## src/tma_pkg.sv

```systemverilog
// Constants, carrier types and states for the traffic memory access port
package tma_pkg;

  // ****************************************************************
  // Widths and clock
  // ****************************************************************
  localparam int ADDR_W = 20;
  localparam int DATA_W = 16;
  localparam int CLK_PERIOD_PS = 25000;  // 40 MHz

  // ****************************************************************
  // Access timing, counted in clock periods
  // ****************************************************************
  localparam logic [1:0] ARB_LAST  = 2'h1;   // Two-period arbitration switch: counts 0,1
  localparam logic [6:0] RD_BASE   = 7'h02;  // Read strobe without wait states
  localparam logic [6:0] HWR_BASE  = 7'h02;  // Host write strobe without wait states
  localparam logic [6:0] OWR_BASE  = 7'h01;  // Own write: one period plus half from negedge
  localparam logic [6:0] MAX_ADDED = 7'h3F;  // Added cycles before forced termination

  // ****************************************************************
  // Carriers
  // ****************************************************************
  typedef struct packed {
    logic              we;
    logic [ADDR_W-1:0] addr;
    logic [DATA_W-1:0] wdata;
  } tma_own_req_t;

  typedef struct packed {
    logic cs_n;
    logic rd_n;
    logic wr_pos;
    logic aen_n;
    logic den_n;
    logic dir;
    logic ack_n;
    logic rdy_n;
    logic maddr_oe;
    logic mdata_oe;
  } tma_ctl_t;

  localparam tma_ctl_t CTL_IDLE = '{cs_n: 1'b1, rd_n: 1'b1, wr_pos: 1'b0, aen_n: 1'b1,
                                    den_n: 1'b1, dir: 1'b0, ack_n: 1'b1, rdy_n: 1'b1,
                                    maddr_oe: 1'b0, mdata_oe: 1'b0};

  typedef enum logic [5:0] {
    ST_IDLE    = 6'h01,
    ST_ARB     = 6'h02,
    ST_SETUP   = 6'h04,
    ST_STRB    = 6'h08,
    ST_HOLD    = 6'h10,
    ST_RELEASE = 6'h20
  } tma_state_t;

endpackage

```

## src/tma_port.sv

```systemverilog
// Traffic memory access port: shares the memory between own logic and the host
//
// Overview of operation
// RULE1: [RULE1] Host read and write strobes are synchronised before memory strobes assert.
// RULE2: [RULE2] Host access is select plus a strobe; the strobe alone picks read or write.
// RULE3: [RULE3] Host holds its strobe until ready goes low; no further hold needed.
// RULE4: [RULE4] Host select is sampled on a rising edge and acted on next cycle.
// RULE5: [RULE5] Memory ready is sampled and acted on next cycle; inactive ready extends.
// RULE6: [RULE6] Own reads hold the memory read strobe two periods without waits.
// RULE7: [RULE7] Own writes hold the write strobe one and a half periods, falling-edge end.
// RULE8: [RULE8] Host reads drive the memory read strobe two periods without waits.
// RULE9: [RULE9] Host writes drive the memory write strobe two periods without waits.
// RULE10: [RULE10] Driven address is valid one period before the read strobe.
// RULE11: [RULE11] Driven address stays stable one period after the read strobe ends.
// RULE12: [RULE12] Own write data stays driven half a period after the write strobe.
// RULE13: [RULE13] Host address is valid by its strobe edge and held until the strobe rises.
// RULE14: [RULE14] Host read data reaches the host two periods after read recognition.
// RULE15: [RULE15] Slow memory must stretch the access with waits or its ready input.
// RULE16: [RULE16] Add 0-3 configured waits plus ready waits; force end after 63 added.
// RULE17: [RULE17] An ownership switch between device and host takes at least two periods.
// RULE18: [RULE18] After a switch, buffer enable and chip select assert, strobe one later.
// RULE19: [RULE19] Host select lasts four periods; read strobe three, write two and a half.
// RULE20: [RULE20] Host ready never stays inactive over 65 periods; forced end raises it. Code: on a forced read, ready goes active 67 periods after acknowledge.
`timescale 1ns/100ps
module tma_port
  import tma_pkg::*;
(
  // Clock and reset
  input  wire logic              mclk,
  input  wire logic              nrst,
  // Configuration
  input  wire logic [1:0]        wait_states,
  // Host pins
  input  wire logic              host_memory_select_n,
  input  wire logic              host_rd_n,
  input  wire logic              host_wr_n,
  output logic                   host_ready_n,
  output logic                   host_acknowledge_n,
  // Own access port
  input  wire logic              own_valid,
  input  wire tma_own_req_t      own_req,
  output logic                   own_ready,
  output logic                   own_done,
  output logic [DATA_W-1:0]      own_rdata,
  // Memory control pins
  output logic                   memory_chip_select_n,
  output logic                   memory_read_strobe_n,
  output logic                   memory_write_strobe_n,
  input  wire logic              memory_ready_input_n,
  output logic                   addr_buf_en_n,
  output logic                   data_buf_en_n,
  output logic                   data_dir,
  // Memory address and data bus
  output logic [ADDR_W-1:0]      mem_addr_o,
  output logic                   mem_addr_oe,
  input  wire logic [DATA_W-1:0] mem_data_i,
  output logic [DATA_W-1:0]      mem_data_o,
  output logic                   mem_data_oe
);

  // ****************************************************************
  // Reset release and pin synchronisers
  // ****************************************************************
  logic [1:0] rst_sync_q;
  logic       rst_n;

  // Assert at once, release through two flops
  always_ff @(posedge mclk or negedge nrst) begin
    if (!nrst) begin
      rst_sync_q <= 2'h0;
    end else begin
      rst_sync_q <= {rst_sync_q[0], 1'b1};
    end
  end
  assign rst_n = rst_sync_q[1];

  logic [DATA_W-1:0] mdata_s;
  logic [3:0]        pins_s;
  logic              sel_s;
  logic              rd_s;
  logic              wr_s;
  logic              mrdy_s;

  // Pins are active low; synchronised high is the idle level
  tma_sync #(.W(4), .INIT(4'hF)) u_pin_sync (
    .mclk  (mclk),
    .rst_n (rst_n),
    .d     ({host_memory_select_n, host_rd_n, host_wr_n, memory_ready_input_n}),
    .q     (pins_s)
  );

  // Read data also passes two flops; it is stable while the strobe is held
  tma_sync #(.W(DATA_W), .INIT('0)) u_data_sync (
    .mclk  (mclk),
    .rst_n (rst_n),
    .d     (mem_data_i),
    .q     (mdata_s)
  );

  assign sel_s  = ~pins_s[3];  // [RULE4]
  assign rd_s   = ~pins_s[2];  // [RULE1]
  assign wr_s   = ~pins_s[1];  // [RULE1]
  assign mrdy_s = ~pins_s[0];  // [RULE5]

  // ****************************************************************
  // Access sequencer
  // ****************************************************************
  tma_state_t        state_q, state_d;
  logic [1:0]        arb_q, arb_d;
  logic [6:0]        cnt_q, cnt_d;
  logic              owner_host_q, owner_host_d;
  logic              tgt_host_q, tgt_host_d;
  logic              is_wr_q, is_wr_d;
  tma_own_req_t      req_q, req_d;
  logic [DATA_W-1:0] rdata_q, rdata_d;
  logic              done_q, done_d;
  tma_ctl_t          ctl_q, ctl_d;
  logic              half_q;
  logic              host_req;
  logic [6:0]        base;
  logic [6:0]        min_len;
  logic [6:0]        elapsed;
  logic [6:0]        added;
  logic              strb_end;

  // Access is select with a strobe; the strobe alone picks the direction
  assign host_req = sel_s & (rd_s | wr_s);  // [RULE2]

  // Base strobe length per kind of access
  always_comb begin
    if (!is_wr_q) begin
      base = RD_BASE;  // [RULE6] [RULE8]
    end else if (tgt_host_q) begin
      base = HWR_BASE;  // [RULE9]
    end else begin
      base = OWR_BASE;  // [RULE7]
    end
  end

  // Waits are added on top of the base; ready is only looked at after them
  assign min_len  = base + {5'h00, wait_states};  // [RULE16]
  assign elapsed  = cnt_q + 7'h01;
  assign added    = elapsed - base;
  assign strb_end = (elapsed >= min_len) && (mrdy_s || (added >= MAX_ADDED));  // [RULE5] [RULE16]

  // Next state and registered outputs
  always_comb begin
    state_d      = state_q;
    arb_d        = arb_q;
    cnt_d        = cnt_q;
    owner_host_d = owner_host_q;
    tgt_host_d   = tgt_host_q;
    is_wr_d      = is_wr_q;
    req_d        = req_q;
    rdata_d      = rdata_q;
    done_d       = 1'b0;
    own_ready    = 1'b0;
    unique case (state_q)
      ST_IDLE: begin
        arb_d = 2'h0;
        cnt_d = 7'h00;
        // Host goes first; the own port waits for the next idle slot
        if (host_req) begin
          tgt_host_d = 1'b1;
          is_wr_d    = wr_s & ~rd_s;  // [RULE2]
          state_d    = owner_host_q ? ST_SETUP : ST_ARB;  // [RULE17]
        end else if (own_valid) begin
          own_ready  = 1'b1;
          tgt_host_d = 1'b0;
          is_wr_d    = own_req.we;
          req_d      = own_req;
          state_d    = owner_host_q ? ST_ARB : ST_SETUP;  // [RULE17]
        end
      end
      ST_ARB: begin
        arb_d = arb_q + 2'h1;
        if (arb_q == ARB_LAST) begin
          owner_host_d = tgt_host_q;
          state_d      = ST_SETUP;  // [RULE17]
        end
      end
      ST_SETUP: begin
        state_d = ST_STRB;  // [RULE10] [RULE18]
      end
      ST_STRB: begin
        cnt_d = elapsed;
        if (strb_end) begin
          state_d = ST_HOLD;
          if (!is_wr_q) begin
            rdata_d = mdata_s;
          end
        end
      end
      ST_HOLD: begin
        if (tgt_host_q) begin
          state_d = ST_RELEASE;  // [RULE14] [RULE20]
        end else begin
          done_d  = 1'b1;
          state_d = ST_IDLE;
        end
      end
      ST_RELEASE: begin
        // Ready stays low until the host lets its strobe go
        if (!(rd_s || wr_s)) begin
          state_d = ST_IDLE;  // [RULE3]
        end
      end
      default: begin
        state_d = ST_IDLE;
      end
    endcase

    // Pin levels follow the next state so that they come straight from flops
    ctl_d = CTL_IDLE;
    if (state_d inside {ST_SETUP, ST_STRB, ST_HOLD}) begin
      ctl_d.cs_n     = 1'b0;  // [RULE18]
      ctl_d.maddr_oe = ~tgt_host_d;  // [RULE11]
      ctl_d.mdata_oe = ~tgt_host_d & is_wr_d;  // [RULE12]
    end
    if (state_d == ST_STRB) begin
      ctl_d.rd_n   = is_wr_d;  // [RULE6] [RULE8]
      ctl_d.wr_pos = is_wr_d;  // [RULE7] [RULE9]
    end
    if (tgt_host_d && (state_d inside {ST_SETUP, ST_STRB, ST_HOLD, ST_RELEASE})) begin
      ctl_d.aen_n = 1'b0;  // [RULE13] [RULE18]
      ctl_d.den_n = 1'b0;
      ctl_d.dir   = is_wr_d;
      ctl_d.ack_n = 1'b0;
    end
    if (state_d == ST_RELEASE) begin
      ctl_d.rdy_n = 1'b0;  // [RULE20]
    end
  end

  // Sequencer registers
  always_ff @(posedge mclk or negedge rst_n) begin
    if (!rst_n) begin
      state_q      <= ST_IDLE;
      arb_q        <= 2'h0;
      cnt_q        <= 7'h00;
      owner_host_q <= 1'b0;
      tgt_host_q   <= 1'b0;
      is_wr_q      <= 1'b0;
      req_q        <= '0;
      rdata_q      <= '0;
      done_q       <= 1'b0;
      ctl_q        <= CTL_IDLE;
    end else begin
      state_q      <= state_d;
      arb_q        <= arb_d;
      cnt_q        <= cnt_d;
      owner_host_q <= owner_host_d;
      tgt_host_q   <= tgt_host_d;
      is_wr_q      <= is_wr_d;
      req_q        <= req_d;
      rdata_q      <= rdata_d;
      done_q       <= done_d;
      ctl_q        <= ctl_d;
    end
  end

  // ****************************************************************
  // Half-period write extension
  // ****************************************************************
  // Own writes end on a falling edge, half a period after the strobe flop drops
  always_ff @(negedge mclk or negedge rst_n) begin
    if (!rst_n) begin
      half_q <= 1'b0;
    end else begin
      half_q <= ctl_q.wr_pos & ~tgt_host_q;  // [RULE7]
    end
  end

  // ****************************************************************
  // Outputs
  // ****************************************************************
  assign memory_chip_select_n  = ctl_q.cs_n;
  assign memory_read_strobe_n  = ctl_q.rd_n;
  assign memory_write_strobe_n = ~(ctl_q.wr_pos | half_q);  // [RULE7]
  assign addr_buf_en_n         = ctl_q.aen_n;
  assign data_buf_en_n         = ctl_q.den_n;
  assign data_dir              = ctl_q.dir;
  assign host_acknowledge_n    = ctl_q.ack_n;
  assign host_ready_n          = ctl_q.rdy_n;
  assign mem_addr_oe           = ctl_q.maddr_oe;
  assign mem_data_oe           = ctl_q.mdata_oe;
  assign mem_addr_o            = req_q.addr;
  assign mem_data_o            = req_q.wdata;  // Held through the hold period [RULE12]
  assign own_rdata             = rdata_q;
  assign own_done              = done_q;

endmodule

```

## src/tma_sync.sv

```systemverilog
// Two-flip-flop synchroniser for asynchronous pin levels
`timescale 1ns/100ps
module tma_sync #(
  parameter int W = 1,
  parameter logic [W-1:0] INIT = '0
) (
  // Clock and reset
  input  wire logic         mclk,
  input  wire logic         rst_n,
  // Levels
  input  wire logic [W-1:0] d,
  output logic      [W-1:0] q
);

  logic [W-1:0] meta_q;

  // First stage is read only by the second stage
  always_ff @(posedge mclk or negedge rst_n) begin
    if (!rst_n) begin
      meta_q <= INIT;
      q      <= INIT;
    end else begin
      meta_q <= d;
      q      <= meta_q;
    end
  end

endmodule

```

## config.mk

```make
export PLATFORM = sky130hd
export DESIGN_NAME = tma_port
export DESIGN_NICKNAME = d
export VERILOG_FILES = /design/src/tma_pkg.sv /design/src/tma_port.sv /design/src/tma_sync.sv
export SDC_FILE = /design/constraint.sdc
export NUM_CORES = 1
export LEC_CHECK = 0
export BUFFER_PORTS_ARGS = -buffer_cell sky130_fd_sc_hd__buf_4
export CAP_MARGIN = 20
export CORE_MARGIN = 3
export CORE_UTILIZATION = 34
export DETAILED_ROUTE_END_ITERATION = 16
export GPL_TIMING_DRIVEN = 0
export PLACE_DENSITY_LB_ADDON = 0.05
export SLEW_MARGIN = 20
export SYNTH_ARGS = -nofsm -noshare
export SYNTH_HDL_FRONTEND = slang
export SYNTH_SLANG_ARGS = --single-unit
```

## constraint.sdc

```tcl
create_clock -name mclk -period 10.7 [get_ports mclk]
set_clock_uncertainty 0.1 [all_clocks]
set_input_delay 2.14 -clock mclk [delete_from_list [all_inputs] [get_ports mclk]]
set_output_delay 2.14 -clock mclk [all_outputs]
set_load 0.01 [all_outputs]
```

==> flow_metrics.env, run 1 <==
export IMPL_async_flop_share=1.00
export IMPL_ys_seq_area_frac=0.645
export IMPL_synth_top_family_by_area="simple AND/OR/NAND/NOR gates"
export IMPL_cp_max_fo=1
export IMPL_first_iter_violations=161
export IMPL_globalplace_congestion=0.851
export IMPL_hp_class="register to async pin"
export IMPL_ys_seq_elements=122
export IMPL_crit_required_ns=8.46
export IMPL_worst_skew_pair_late_latency_ns=0.40
export IMPL_whs_ns=0.212
export IMPL_layout_nets=641
export IMPL_hold_viol=0
export IMPL_port_buffers=125
export IMPL_r2r_start="tgt_host_q$_DFF_PN0_"
export IMPL_core_mm2=0.0135
export IMPL_r2r_end="half_q$_DFF_NN0_"
export IMPL_yosysWarnings=0
export IMPL_met2_usage=0.209
export IMPL_arrival_ns=6.27
export IMPL_power_internal_uw=1250
export IMPL_ios=126
export IMPL_reg2reg_depth=1
export IMPL_cts_tree="done"
export IMPL_outcome="completed"
export IMPL_setup_viol=0
export IMPL_yosysTopAreaCellShare=0.568
export IMPL_synthTopCellsByCount="nand2_1, dfrtp_1, nor2_1, o21ai_0, inv_1"
export IMPL_power_switching_uw=592
export IMPL_slew_headroom=0.649
export IMPL_synth_area_mux_share=0.0457
export IMPL_worstMarginPinSlew_ns=0.527
export IMPL_synth_edf_count=0
export IMPL_drt_pass1_iter_count=4
export IMPL_cts_path_max_buffers=2
export IMPL_busiest_layer="met2"
export IMPL_start_kind="register"
export IMPL_final_area_mm2=0.00657
export IMPL_timing_max_cap_violations=0
export IMPL_rsz0062_at_grt="no"
export IMPL_synth_cell_types=56
export IMPL_gr_total_overflow=0
export IMPL_cts_reportedPaths_clkPinSlew_ns=0.06
export IMPL_synthAdderAreaFrac=0.0294
export IMPL_synthTopCellsByArea="dfrtp_1, nand2_1, dfstp_2, mux2_4, ha_1"
export IMPL_placed_cell_area_mm2=0.00597
export IMPL_antenna_found_initial=0
export IMPL_setup_slack_ns=2.19
export IMPL_synth_fp_nets=495
export IMPL_dp_slack_ns=2.58
export IMPL_avgSynthCellArea_um2=11.3
export IMPL_num_rows=42
export IMPL_synth_simple_area_share=0.182
export IMPL_pwr_share_seq=0.369
export IMPL_syn_area_mm2=0.00476
export IMPL_clkPwrFrac=0.311
export IMPL_die_h_um=124
export IMPL_start_util=0.354
export IMPL_ys_flop_type="dfrtp_1"
export IMPL_fin_setup_tns_ns=0
export IMPL_drt_total_wl_mm=10.4
export IMPL_die_w_um=124
export IMPL_grt_util_all_layers=0.142
export IMPL_sw_frac_of_total=0.322
export IMPL_yosysTopAreaCell="dfrtp_1"
export IMPL_slew_violations=0
export IMPL_ir_drop_v=0.000119
export IMPL_crit_type="register to output pin"
export IMPL_diodes=0
export IMPL_cts_hold_buf=0
export IMPL_dieArea_mm2=0.0155
export IMPL_area_growth_pct=38.0
export IMPL_power_leakage_uw=0.00334
export IMPL_drc_errors=0
export IMPL_post_cts_buffers=0
export IMPL_wl_per_cell_um=13.7
export IMPL_grt_util_met1=0.177
export IMPL_vias=3430
export IMPL_ant_nets=0
export IMPL_synth_most_common_cell="nand2_1"
export IMPL_setup_worst_path_end_class="output pin"
export IMPL_hpwlAfterDp_mm=7.58
export IMPL_cts_root_buf="clkbuf_16"
export IMPL_p_comb_frac=0.320
export IMPL_grt_pass1_wl_mm=17.6
export IMPL_final_cell_count_no_fill=758
export IMPL_cts_buffers_inserted=17
export IMPL_dpl_cell_count=726
export IMPL_grt_use_met3=0.0686
export IMPL_synth_xor_area_frac=0.0108
export IMPL_synthCells=423
export IMPL_drive_above_1_share=0.335
export IMPL_rrSetupSlack_ns=4.55
export IMPL_htree_levels=4
export IMPL_p_per_area_mw_per_mm2=280
export IMPL_grt_start_max_net_pins=48
export IMPL_clkSinkCount=122
export IMPL_first_global_vias=3522
export IMPL_cts_repair_resized=0
export IMPL_synth_compound_area_frac=0.0612
export IMPL_viasPerCell=4.53
==> cell usage in the layout, fill, tap and decap left out, drive strengths merged, types with 3 or more instances in the layout <==
master,synthesis,final
nand2,135,135
buf,7,134
dfrtp,108,108
clkbuf,6,24
nor2,18,18
o21ai,18,18
inv,15,18
mux2,16,16
dfstp,13,13
ha,8,8
a21oi,7,7
nor3,6,6
nand3,6,6
nor2b,5,5
clkinv,0,5
nand2b,4,4
o22ai,4,4
and3,3,3
or4,3,3
and2,3,3
bufinv,0,3
clkinvlp,0,3
xor2,3,3
==> critical path: stages (launching register included) <==
cell,delay [ns]
dfrtn_1,0.38
nor2_1,0.04
buf_4,0.13
==> metal layers <==
| layer | wire, um | part of all wire | vias to the layer above |
|---|---|---|---|
| met5 | 0 | 0 | - |
| met2 | 4680 | 0.45 | 108 |
| met3 | 949 | 0.091 | 16 |
| met4 | 192 | 0.018 | 0 |
| met1 | 4580 | 0.44 | 1611 |
| li1 | - | - | 1695 |
==> layout make-up <==
cell class | count | area [um2]
Buffer | 13 | 65.1
Tap cell | 176 | 220
Clock inverter | 14 | 168
Multi-Input combinational cell | 273 | 1570
Timing Repair Buffer | 127 | 986
Sequential cell | 122 | 3070
Inverter | 15 | 56.3
Fill cell | 1243 | 6890
Clock buffer | 18 | 429
==> sequential cells by signal, summed over array words and instances (netlist names), 4 cells and up <==
register	count
own_rdata	16
mem_addr_o	20
u_data_sync.q	16
u_data_sync.meta_q	16
u_pin_sync.q	4
u_pin_sync.meta_q	4
mem_data_o	16
state_q	6
cnt_q	7
==> worst max path at each step <==
stage,start,to,depth (start not counted)
after floorplan,rst_sync_q[1]$_DFF_PN0_,half_q$_DFF_NN0_,0
after global placement,rst_sync_q[1]$_DFF_PN0_,half_q$_DFF_NN0_,0
after detailed placement,half_q$_DFF_NN0_,memory_write_strobe_n,2
after global routing,half_q$_DFF_NN0_,memory_write_strobe_n,2
after CTS,half_q$_DFF_NN0_,memory_write_strobe_n,2
final,half_q$_DFF_NN0_,memory_write_strobe_n,2
==> power groups by stage <==
stage               clock network (uW)  registers (uW)  logic (uW)
floorplan                            0             723         285
global placement                     0             690         584
detailed placement                   0             684         602
CTS                                588             681         602
global route                       616             698         663
finish                             573             680         589
==> cells by family after synthesis <==
logic type               count (synthesis)
AO/OA/AOI/OAI                           46
buffers and inverters                   28
AND/OR/NAND/NOR                        195
adder cells (fa/ha/maj)                 10
flip-flops                             122
XOR/XNOR                                 5
other                                    1
multiplexers                            16
==> stage by stage <==
step,total power (uW),util
finish,1840,0.488
global route,1980,0.488
CTS,1870,0.488
detailed placement,1290,0.444
global placement,1270,0.440
floorplan,1010,-
No activity file was read; power rests on OpenSTA's default activity.
==> inputs of run 2 (changes only) <==
==> constraint.sdc (replaced) <==
create_clock -name mclk -period 6.95 [get_ports mclk]
set_clock_uncertainty 0.1 [all_clocks]
set_input_delay 1.39 -clock mclk [delete_from_list [all_inputs] [get_ports mclk]]
set_output_delay 1.39 -clock mclk [all_outputs]
set_load 0.01 [all_outputs]
==> run 2 against run 1 <==
  * First-iteration DRC count shrank 9.3%
  * Routed wire length grew 0.46%
  * Sequential share of layout area grew 0.089 points
==> flow_metrics.env, run 2 (synthesized netlist as in run 1, its figures left out) <==
export IMPL_outcome="completed"
export IMPL_rsz0062_at_grt="no"
export IMPL_antenna_found_initial=0
export IMPL_fin_setup_tns_ns=0
export IMPL_drc_errors=0
export IMPL_cp_max_fo=1
export IMPL_drt_pass1_iter_count=4
export IMPL_start_util=0.354
export IMPL_die_w_um=124
export IMPL_slew_headroom=0.651
export IMPL_crit_type="register to output pin"
export IMPL_first_iter_violations=146
export IMPL_dpl_cell_count=726
export IMPL_final_cell_count_no_fill=758
export IMPL_hp_class="register to async pin"
export IMPL_fin_util=0.487
export IMPL_post_cts_buffers=0
export IMPL_viasPerCell=4.54
export IMPL_setup_viol=0
export IMPL_power_switching_uw=917
export IMPL_layout_commonest_cell="nand2_1"
export IMPL_setup_slack_ns=1.04
export IMPL_sw_frac_of_total=0.327
export IMPL_p_comb_frac=0.323
export IMPL_crit_required_ns=5.46
export IMPL_ir_drop_v=0.000185
export IMPL_p_per_area_mw_per_mm2=428
export IMPL_worst_skew_pair_late_latency_ns=0.41
export IMPL_crit_chain="nor2_1 > buf_4"
export IMPL_ant_nets=0
export IMPL_clkPwrFrac=0.304
export IMPL_cts_path_max_buffers=2
export IMPL_largest_register_ff_count=20
export IMPL_port_buffers=125
export IMPL_die_h_um=124
export IMPL_crit_slowest_cell="dfrtn_1"
export IMPL_final_cell_mix="nand2_1, buf_4, dfrtp_1"
export IMPL_grt_start_max_net_pins=46
export IMPL_core_mm2=0.0135
export IMPL_drive_above_1_share=0.333
export IMPL_power_leakage_uw=0.00333
export IMPL_cpPeakStageDelay_ns=0.39
export IMPL_first_global_vias=3609
export IMPL_slew_violations=0
export IMPL_cts_repair_resized=0
export IMPL_timing_max_cap_violations=0
export IMPL_grt_util_all_layers=0.146
export IMPL_layout_nets=641
export IMPL_drt_total_wl_mm=10.5
export IMPL_worstMarginPinSlew_ns=0.521
export IMPL_cts_root_buf="clkbuf_16"
export IMPL_power_internal_uw=1890
export IMPL_diodes=0
export IMPL_cts_hold_buf=0
export IMPL_area_growth_pct=37.7
export IMPL_dp_slack_ns=1.44
export IMPL_wl_per_cell_um=13.8
export IMPL_arrival_ns=4.42
export IMPL_dieArea_mm2=0.0155
export IMPL_hpwlAfterDp_mm=7.51
export IMPL_setup_worst_path_end_class="output pin"
export IMPL_whs_ns=0.193
export IMPL_clkSinkCount=122
export IMPL_ios=126
export IMPL_gr_total_overflow=0
export IMPL_cts_buffers_inserted=17
export IMPL_cts_reportedPaths_clkPinSlew_ns=0.06
export IMPL_n_fill_cell=1247
export IMPL_globalplace_congestion=0.806
export IMPL_grt_pass1_wl_mm=18.0
export IMPL_vias=3439
export IMPL_cts_tree="done"
export IMPL_hold_viol=0
export IMPL_start_kind="register"
export IMPL_num_rows=42
export IMPL_reg2reg_depth=1
export IMPL_htree_levels=4
export IMPL_pwr_share_seq=0.372
-- run 2: critical path, delay by kind of cell (launching register included) --
family | cells | cell delay [ns]
simple gates | 1 | 0.04
flops | 1 | 0.39
buf+inv | 1 | 0.13
-- run 2: cell type report --
cell class	instances	area (um2)	area share
Sequential cell	122	3070	0.469
Timing Repair Buffer	127	993	0.152
Clock inverter	13	144	0.0220
Tap cell	176	220	0.0336
Buffer	13	65.1	0.00993
Multi-Input combinational cell	273	1570	0.240
Clock buffer	19	433	0.0660
Inverter	15	56.3	0.00859
-- run 2: power groups by stage --
stage	sequential, uW	combinational, uW	clock [uW]
after floorplan	1110	439	0
after global placement	1060	896	0
after detailed placement	1050	929	0
after CTS	1050	926	876
after global routing	1070	1020	914
final	1040	907	854
-- run 2: per-stage QoR --
step / area (um2) / power [uW]
finish: 6560 / 2810
global route: 6560 / 3010
floorplan: 4760 / 1550
detailed placement: 5980 / 1980
CTS: 6560 / 2850
global placement: 5920 / 1960
-- run 2: path summary, 6_finish.rpt --
| check | endpoint | slack (ns) | startpoint |
|---|---|---|---|
| hold / removal | cnt_q[1]$_DFFE_PN0P_ | 0.19 | rst_sync_q[1]$_DFF_PN0_ |
| max in group asynchronous | half_q$_DFF_NN0_ | 2.81 | rst_sync_q[1]$_DFF_PN0_ |
| hold reg to reg | cnt_q[1]$_DFFE_PN0P_ | 0.19 | rst_sync_q[1]$_DFF_PN0_ |
| min in group mclk | u_data_sync.q[15]$_DFF_PN0_ | 0.24 | u_data_sync.meta_q[15]$_DFF_PN0_ |
| setup / recovery | memory_write_strobe_n | 1.04 | half_q$_DFF_NN0_ |
| setup reg to reg | half_q$_DFF_NN0_ | 2.69 | tgt_host_q$_DFF_PN0_ |
-- run 2: metal layers --
metal / up-vias / global-route usage / routed length [um]
met5: - / 0 / 0
met4: 0 / 0.0542 / 153
met3: 12 / 0.0780 / 1170
met2: 123 / 0.211 / 4590
met1: 1618 / 0.185 / 4540
li1: 1686 / - / -
